--- config.mk ---
export PLATFORM = sky130hd
export DESIGN_NAME = current_duty_pwm_encoder
export DESIGN_NICKNAME = d
export VERILOG_FILES = /design/src/current_duty_pwm_encoder.v /design/src/pwm_ramp.v
export VERILOG_INCLUDE_DIRS = /design/src
export SDC_FILE = /design/constraint.sdc
export NUM_CORES = 1
export LEC_CHECK = 0
export ABC_AREA = 1
export BUFFER_PORTS_ARGS = -buffer_cell sky130_fd_sc_hd__buf_2
export CORE_AREA = 5 5 190 192
export DETAILED_ROUTE_END_ITERATION = 8
export DIE_AREA = 0 0 195 197
export GPL_TIMING_DRIVEN = 0
export HOLD_SLACK_MARGIN = 0.02
export PLACE_DENSITY = 0.66
export SETUP_SLACK_MARGIN = 0.05
export SYNTH_ARGS = -nofsm -noshare
export SYNTH_HDL_FRONTEND = slang
export SYNTH_SLANG_ARGS = --single-unit
--- constraint.sdc ---
create_clock -name CLK -period 14.9 [get_ports CLK]
set_clock_uncertainty 0.1 [all_clocks]
set_input_delay 2.235 -clock CLK [delete_from_list [all_inputs] [get_ports CLK]]
set_output_delay 2.235 -clock CLK [all_outputs]
set_load 0.05 [all_outputs]
--- src/pwm_encoder_defines.vh ---
// constants shared by the current duty encoder files
`ifndef PWM_ENCODER_DEFINES_VH
`define PWM_ENCODER_DEFINES_VH

// clock and timing figures as printed
`define CLK_FREQ_MHZ 100
`define SLOT_TIME_US 6000
`define PWM_FREQ_HZ 160

// duty quantisation
`define DUTY_BITS 7
`define DUTY_LEVELS 128
`define DUTY_MID 7'h40
`define DUTY_MAX 7'h7F
`define DUTY_MIN 7'h00
`define RAMP_BITS 8
`define HALF_STEPS 256

// gain scaling: duty offset = x * 128 / (2.2 * full scale) = x * 640 / (11 * full scale)
`define GAIN_NUM 640
`define GAIN_DEN 11
`define GAIN_SHIFT 16
`define RANGE_FACTOR 10

`endif

--- src/current_duty_pwm_encoder.v ---
// averages a filtered signed current reading per slot and encodes it as a pwm duty cycle
`timescale 1ns/1ps
`include "pwm_encoder_defines.vh"

module current_duty_pwm_encoder #(
	parameter SAMPLE_WIDTH = 16,
	parameter AVG_LOG2 = 4,
	parameter FULL_SCALE_CURRENT = 1000,
	parameter SLOT_CYCLES = `SLOT_TIME_US * `CLK_FREQ_MHZ,
	parameter HALF_STEP_CYCLES = ((`CLK_FREQ_MHZ * 1000000) / `PWM_FREQ_HZ) / `HALF_STEPS
) (
	// clock and reset
	input wire CLK,
	input wire NRST,
	// filtered current reading, signed, same clock domain
	input wire signed [SAMPLE_WIDTH-1:0] SAMPLE,
	// range variant strap from a pin
	input wire RANGE_HIGH,
	// encoded output
	output reg PWM_OUT,
	output reg [`DUTY_BITS-1:0] DUTY_CODE,
	output reg SLOT_DONE
);
	localparam ACC_WIDTH = SAMPLE_WIDTH + AVG_LOG2;
	localparam TICK_CYCLES = SLOT_CYCLES >> AVG_LOG2;
	localparam integer FS_LOW = FULL_SCALE_CURRENT;
	localparam integer FS_HIGH = FULL_SCALE_CURRENT * `RANGE_FACTOR;
	// rounded gains so full scale lands on the 95.5 / 4.5 percent codes
	localparam integer GAIN_LOW = ((`GAIN_NUM << `GAIN_SHIFT) + (`GAIN_DEN * FS_LOW) / 2) / (`GAIN_DEN * FS_LOW);
	localparam integer GAIN_HIGH = ((`GAIN_NUM << `GAIN_SHIFT) + (`GAIN_DEN * FS_HIGH) / 2) / (`GAIN_DEN * FS_HIGH);

	reg range_meta_q;
	reg range_q;
	reg [31:0] tick_q;
	reg [31:0] tick_d;
	reg [AVG_LOG2-1:0] count_q;
	reg [AVG_LOG2-1:0] count_d;
	reg signed [ACC_WIDTH-1:0] acc_q;
	reg signed [ACC_WIDTH-1:0] acc_d;
	reg [`DUTY_BITS-1:0] pending_q;
	reg [`DUTY_BITS-1:0] pending_d;
	reg [`DUTY_BITS-1:0] duty_q;
	reg [`DUTY_BITS-1:0] duty_d;
	reg pwm_d;
	wire tick_en;
	wire slot_end;
	wire signed [ACC_WIDTH-1:0] acc_sum;
	wire signed [SAMPLE_WIDTH-1:0] avg;
	wire [`RAMP_BITS-1:0] ramp;
	wire period_start;

	// signed reading times the range gain, in duty steps about mid scale
	function signed [SAMPLE_WIDTH+32:0] scale;
		input signed [SAMPLE_WIDTH-1:0] x;
		input high;
		reg signed [SAMPLE_WIDTH+32:0] prod;
		begin
			prod = 0;
			if (high) begin
				prod = x * $signed({1'b0, GAIN_HIGH[31:0]});
			end else begin
				prod = x * $signed({1'b0, GAIN_LOW[31:0]});
			end
			// arithmetic shift floors, so a tiny negative reading already sits one step below mid scale
			scale = prod >>> `GAIN_SHIFT;
		end
	endfunction

	// step offset to duty code, clipped to the code range
	function [`DUTY_BITS-1:0] clip_code;
		input signed [SAMPLE_WIDTH+32:0] off;
		begin
			// truncation keeps the code deterministic: no jitter is added on top of the slot average
			if (off > $signed(`DUTY_MAX - `DUTY_MID)) begin
				clip_code = `DUTY_MAX;
			end else if (off < -$signed({1'b0, `DUTY_MID})) begin
				clip_code = `DUTY_MIN;
			end else begin
				clip_code = `DUTY_MID + off[`DUTY_BITS-1:0];
			end
		end
	endfunction

	// signed reading to duty code
	function [`DUTY_BITS-1:0] to_code;
		input signed [SAMPLE_WIDTH-1:0] x;
		input high;
		begin
			to_code = clip_code(scale(x, high));
		end
	endfunction

	pwm_ramp #(
		.HALF_STEP_CYCLES(HALF_STEP_CYCLES)
	) u_ramp (
		.clk(CLK),
		.nrst(NRST),
		.ramp_q(ramp),
		.period_start_q(period_start)
	);

	assign tick_en = (tick_q == TICK_CYCLES - 1);
	assign slot_end = tick_en && (count_q == {AVG_LOG2{1'b1}});
	assign acc_sum = acc_q + {{AVG_LOG2{SAMPLE[SAMPLE_WIDTH-1]}}, SAMPLE};
	// the sample count per slot is a power of two, so the mean is a plain shift
	assign avg = acc_sum[ACC_WIDTH-1:AVG_LOG2];

	// the variant strap comes from a pin and is resynchronised
	always @(posedge CLK or negedge NRST) begin
		if (!NRST) begin
			range_meta_q <= 1'b0;
			range_q <= 1'b0;
		end else begin
			range_meta_q <= RANGE_HIGH;
			range_q <= range_meta_q;
		end
	end

	// slot averaging: equally spaced samples, summed and reduced once per slot
	always @* begin
		tick_d = tick_q + 32'h0000_0001;
		count_d = count_q;
		acc_d = acc_q;
		pending_d = pending_q;
		if (tick_en) begin
			tick_d = 32'h0000_0000;
			count_d = count_q + 1'b1;
			acc_d = acc_sum;
			if (slot_end) begin
				// a result not yet taken by a period start is overwritten by the next slot
				acc_d = {ACC_WIDTH{1'b0}};
				pending_d = to_code(avg, range_q);
			end
		end
	end

	// tick and sample counters
	always @(posedge CLK or negedge NRST) begin
		if (!NRST) begin
			tick_q <= 32'h0000_0000;
		end else begin
			tick_q <= tick_d;
		end
	end

	always @(posedge CLK or negedge NRST) begin
		if (!NRST) begin
			count_q <= {AVG_LOG2{1'b0}};
		end else begin
			count_q <= count_d;
		end
	end

	// running sum and the code waiting for the next period
	always @(posedge CLK or negedge NRST) begin
		if (!NRST) begin
			acc_q <= {ACC_WIDTH{1'b0}};
		end else begin
			acc_q <= acc_d;
		end
	end

	always @(posedge CLK or negedge NRST) begin
		if (!NRST) begin
			pending_q <= `DUTY_MID;
		end else begin
			pending_q <= pending_d;
		end
	end

	// slot pulse follows the slot's last sample by one cycle
	always @(posedge CLK or negedge NRST) begin
		if (!NRST) begin
			SLOT_DONE <= 1'b0;
		end else begin
			SLOT_DONE <= slot_end;
		end
	end

	// the code is swapped only at a period boundary, so a period never mixes codes
	always @* begin
		duty_d = duty_q;
		if (period_start) begin
			duty_d = pending_q;
		end
		// compare in half steps: 2N+1 half steps high gives N and a half steps
		pwm_d = ({duty_q, 1'b1} > ramp);
	end

	always @(posedge CLK or negedge NRST) begin
		if (!NRST) begin
			duty_q <= `DUTY_MID;
		end else begin
			duty_q <= duty_d;
		end
	end

	// the visible code is a copy of the one in force
	always @(posedge CLK or negedge NRST) begin
		if (!NRST) begin
			DUTY_CODE <= `DUTY_MID;
		end else begin
			DUTY_CODE <= duty_d;
		end
	end

	always @(posedge CLK or negedge NRST) begin
		if (!NRST) begin
			PWM_OUT <= 1'b0;
		end else begin
			PWM_OUT <= pwm_d;
		end
	end
endmodule // current_duty_pwm_encoder

--- src/pwm_ramp.v ---
// free-running half-step ramp that paces one pwm period
`timescale 1ns/1ps
`include "pwm_encoder_defines.vh"

module pwm_ramp #(
	parameter HALF_STEP_CYCLES = ((`CLK_FREQ_MHZ * 1000000) / `PWM_FREQ_HZ) / `HALF_STEPS
) (
	// clock and reset
	input wire clk,
	input wire nrst,
	// ramp state
	output reg [`RAMP_BITS-1:0] ramp_q,
	output reg period_start_q
);
	reg [31:0] div_q;
	wire step_en;

	// one-cycle enable per half quantisation step
	assign step_en = (div_q == HALF_STEP_CYCLES - 1);

	always @(posedge clk or negedge nrst) begin
		if (!nrst) begin
			div_q <= 32'h0000_0000;
			ramp_q <= 8'h00;
			period_start_q <= 1'b0;
		end else begin
			period_start_q <= 1'b0;
			if (step_en) begin
				div_q <= 32'h0000_0000;
				ramp_q <= ramp_q + 8'h01;
				// wrap from the last half step back to zero opens a new period
				if (ramp_q == `HALF_STEPS - 1)
					period_start_q <= 1'b1;
			end else begin
				div_q <= div_q + 32'h0000_0001;
			end
		end
	end
endmodule // pwm_ramp
# == Word level (Yosys, flattened, before mapping) ==
# Index checks and enable logic that the tools add are counted.
# totals
reg_bits,115
output_inout_bits,9
elab_cells,39
# op_classes
addsub,6
n_mul,2
order_cmp,3
n_eq_ne,4
muxes,10
reduce_logical,2
# op_table
op,count
2-to-1 mux 49 bit,3
"adder 32 x 1 -> 32 bit, second input constant",2
2-to-1 mux 32 bit,2
"> comparator 33 x 7 -> 1 bit, second input constant",1
"< comparator 33 x 7 -> 1 bit, second input constant",1
"== test 32 x 12 -> 1 bit, second input constant",1
"== test 32 x 16 -> 1 bit, second input constant",1
"multiplier 16 x 13 -> 29 bit, second input constant",1
"multiplier 16 x 10 -> 26 bit, second input constant",1
adder 20 bit,1
2-to-1 mux 20 bit,1
2-to-1 mux 7 bit,2
"adder 8 x 1 -> 8 bit, second input constant",1
"== test 8 bit, second input constant",1
> comparator 8 bit,1
"adder 7 bit, first input constant",1
"adder 4 x 1 -> 4 bit, second input constant",1
"== test 4 bit, second input constant",1
2-to-1 mux 1 bit,2
AND reduction 2 bit,1
logical AND 1 bit,1

# == Longest topological paths before layout ==
# logic_depth
ltp_word,8
ltp_mapped,41
mapped_depth_nobuf,41

# == Hierarchy ==
# A second synthesis with hierarchy kept.
# unflattened
hier_cells,2181
area_unflattened_um2,15782.6
# modules_own_cells
mod,instances,cells_each,area_each_um2
current_duty_pwm_encoder,1,1798,13238.9
pwm_ramp,1,383,2543.7

# == Least setup slack after synthesis ==
# OpenSTA, ideal clock, no wires.
# synth_path
path_type,input -> register
from,input port SAMPLE[14]
to,register pending_q[0]
setup_time_ps,117
t_arrival_ps,8593
t_required_ps,14683
setup_slack_ps,6090
cell_stages,35
n_path_buf,0
cell_sequence,ha_1 -> nand2_2 -> inv_2 -> nand3_2 -> nor2_2 -> nand3_1 -> nand3_1 -> nand2_1 -> nand2_1 -> inv_1 -> ha_1 -> inv_1 -> fa_1 -> inv_1 -> fa_1 -> fa_1 -> inv_1 -> fa_1 -> inv_1 -> ha_1 -> nand2_1 -> nor2_1 -> nand3_1 -> nor2_1 -> nand2_1 -> nand4_1 -> nand3_1 -> nand2_1 -> inv_1 -> nor2_1 -> nand2_1 -> nand2_1 -> nand2_1 -> nand2_1 -> nand2_1
# synth_between
elab_chain_len,8
elab_cells_between_ends,11
classes_between,add/sub (2); mul (2); order compare (2); mux (5)
# synth_rtl
item,line_no,source
from (decl),current_duty_pwm_encoder.v:16,"input wire signed [SAMPLE_WIDTH-1:0] SAMPLE,"
adder 20 bit (*),current_duty_pwm_encoder.v:104,"assign acc_sum = acc_q + {{AVG_LOG2{SAMPLE[SAMPLE_WIDTH-1]}}, SAMPLE};"
multiplier 16 x 13 -> 29 bit or multiplier 16 x 10 -> 26 bit (tied branches),"current_duty_pwm_encoder.v:62, current_duty_pwm_encoder.v:60",
2-to-1 mux 49 bit (*),current_duty_pwm_encoder.v:59,if (high) begin
2-to-1 mux 49 bit (*) (2 in a row),n/a,
< comparator 33 x 7 -> 1 bit or adder 7 bit (tied branches),n/a,
2-to-1 mux 7 bit,current_duty_pwm_encoder.v:76,"end else if (off < -$signed({1'b0, `DUTY_MID})) begin"
2-to-1 mux 7 bit (*),current_duty_pwm_encoder.v:74,if (off > $signed(`DUTY_MAX - `DUTY_MID)) begin
to (signal assigned),current_duty_pwm_encoder.v:165,pending_q <= `DUTY_MID;
to (signal assigned),current_duty_pwm_encoder.v:167,pending_q <= pending_d;
to (decl),current_duty_pwm_encoder.v:40,reg [`DUTY_BITS-1:0] pending_q;
# Mark *: on every way between the ends. The rest lies on a longest branch, timed or not. The select of a mux whose other input is x is not followed.
# A chain may end at the register's enable or synchronous reset.

# == Final worst setup path ==
# layout_path
from,input port SAMPLE[6]
to,register pending_q[3]
# Same word-level chain as after synthesis.

==> metrics.txt <==
CP Max Fanout=17; Highest Clock Rate=0.1033 GHz; synth warn=0; Area contributors post-synth=dfrtp_1 18%, fa_1 18%, ha_1 14%, inv_1 12%, nand2_1 11%; ratio of cells with drive above 1 in the final layout=7.653%; Cell Area, Synth=15460 um^2; drt first pass iters=5; most common cell in the netlist=inv_1; Seq cells post-synth=115; vias in the first global route=13330; setup_tns=0 ns; Worst setup SP type=primary input; GRT Resource Usage Total=21.31%; Tmin final=9.680 ns; DP HPWL=33420 um; cts bufs inserted=17; Slew headroom=31.79%; ys flop type=dfrtp_1; Synth Area per Inst=7.470 um^2; outcome=finished, final reports clean; Distinct cells, synth=56; CTS tree=yes; # Max-Cap Violations=0; final net count=2446; remaining antenna violation count after routing=0; DIE HEIGHT=197 um; pin count of the biggest net entering global routing=79; die width=195 um; post_cts resized=0; via count=12990; H-tree lvl count=4; setup slack at placement=4.717 ns; insertion delay to the later sink of the worst-skew pair=0.45 ns; synth-to-layout area growth=8.901%; core area=34200 um^2; required time of the critical path=15.14 ns; Critical Path Max Stage Delay=0.69 ns; Cells after Synth=2070; Clock Pin Slew Worst Setup and Hold Paths=0.05 ns; final setup fails=0; DRC violations left=0; count of input and output buffers=27; DRT iter0 DRCs=769; slowest CP cell=nand2_1; Critical Path AT=9.92 ns; sequential share of the synthesized area=18.63%; first-pass GRT wire length=66430 um; # rows=68; Worst Hold Slack=0.2507 ns; I/O pin total=28; most used cell, CP=nand2_1; CTS sink cnt=115; fin crit share=64.97%; Least-Margin Pin Slew=1.020 ns; Hold Crit Class=flop to flop; Yosys top cell by area=dfrtp_1; Hold Fails Final Rpt=0; Clock Path Buffers=2; initial antenna violation count=0; critical path class=primary input to flop; Routed WL=39500 um; RSZ-0062 raised after global routing=no; fin. max-slew vios=0; syn nets=2399; Avg WL per Cell=15.28 um; vias per cell=5.024; Synth top area share=18.29%; die area=38420 um^2; initial core utilization=45.21%; ANT cells=0; hold_buf cts=0; EDFF count, synth=0; clock root buffer=clkbuf_16; FFs w/ async S/R, synth=100.0%; RD Place Congestion=0.9542; Crit. End Element=flop; Worst Setup Slack, final=5.220 ns; Setup Fix Bufs, Post-CTS=0; Post-synth top cells=497 x inv_1, 442 x nand2_1, 174 x ha_1, 152 x nor2_1, 136 x fa_1; grt ovf=0
[routing by layer]
layer,up-vias,track usage (%),share of wire (%)
met5,-,0,0
met3,43,3.026,4.1
li1,6506,-,-
met2,217,35.70,47
met4,0,5.844,2.1
met1,6222,29.14,47
[critical path, delay by kind of cell]
family	cells	cell delay, ns
buffers and inverters	6	0.97
and+or+nand+nor	23	3.19
adders and majority gates	7	3.50
[cell usage in the layout (no fill, tap or decap), types with 61 or more instances in the layout]
| master | netlist | routed |
|---|---|---|
| o21ai_0 | 61 | 61 |
| fa_1 | 136 | 136 |
| inv_1 | 497 | 497 |
| xor2_1 | 63 | 63 |
| nor2_1 | 152 | 152 |
| dfrtp_1 | 113 | 113 |
| nand2_1 | 442 | 442 |
| a21oi_1 | 78 | 78 |
| nand3_1 | 86 | 86 |
| ha_1 | 174 | 174 |
[cell type report]
type / instances / area, um^2
Buffer: 9 / 37.54
Clock buffer: 20 / 456.7
Clock inverter: 12 / 181.4
Fill cell: 3413 / 17360
Inverter: 516 / 1937
Multi-Input combinational cell: 1430 / 10610
Sequential cell: 115 / 2880
Tap cell: 455 / 569.3
Timing Repair Buffer: 28 / 168.9
[worst paths after layout]
kind	slack (ns)	to	from	cells after the start
worst max-delay path	5.22	pending_q[3]$_DFFE_PN0P_	SAMPLE[6]	36
worst min-delay path	0.25	range_q$_DFF_PN0_	range_meta_q$_DFF_PN0_	0
worst max register to register	6.72	pending_q[3]$_DFFE_PN0P_	acc_q[6]$_DFFE_PN0N_	35
worst min register to register	0.25	range_q$_DFF_PN0_	range_meta_q$_DFF_PN0_	0
max in group asynchronous	12.35	pending_q[6]$_DFFE_PN1P_	NRST	2
min in group asynchronous	1.59	acc_q[3]$_DFFE_PN0N_	NRST	1
[flip-flops by register name, indices dropped and copies added, names as in the netlist]
name	count
u_ramp.period_start_q	1
tick_q	32
range_meta_q	1
u_ramp.div_q	32
PWM_OUT	1
range_q	1
acc_q	20
duty_q	7
pending_q	7
count_q	4
SLOT_DONE	1
u_ramp.ramp_q	8
[through the flow]
stage | instance area (um^2) | util (%) | std cells
CTS | 16840 | 49.23 | 2585
detailed placement | 16200 | 47.37 | 2553
finish | 16840 | 49.23 | 2585
global route | 16840 | 49.23 | 2585
global placement | 16170 | 47.27 | 2552
floorplan | 15460 | - | 2070
[logic make-up (layout without fill, tap and decap cells)]
| logic type | Yosys count | count (layout) | share of synthesized area (%) |
|---|---|---|---|
| AOI/OAI and AO/OA | 193 | 193 | 7.380 |
| xor gates and xnor gates | 83 | 83 | 5.260 |
| adders and majority gates | 310 | 310 | 31.69 |
| buffers and inverters | 525 | 585 | 12.77 |
| DFF | 115 | 115 | 18.63 |
| muxes | 5 | 5 | 0.3641 |
| and+or+nand+nor | 839 | 839 | 23.91 |
Power is left out: the tool's default activity adds up to more than one toggle a clock period on the data nets, which glitch-free logic cannot reach.
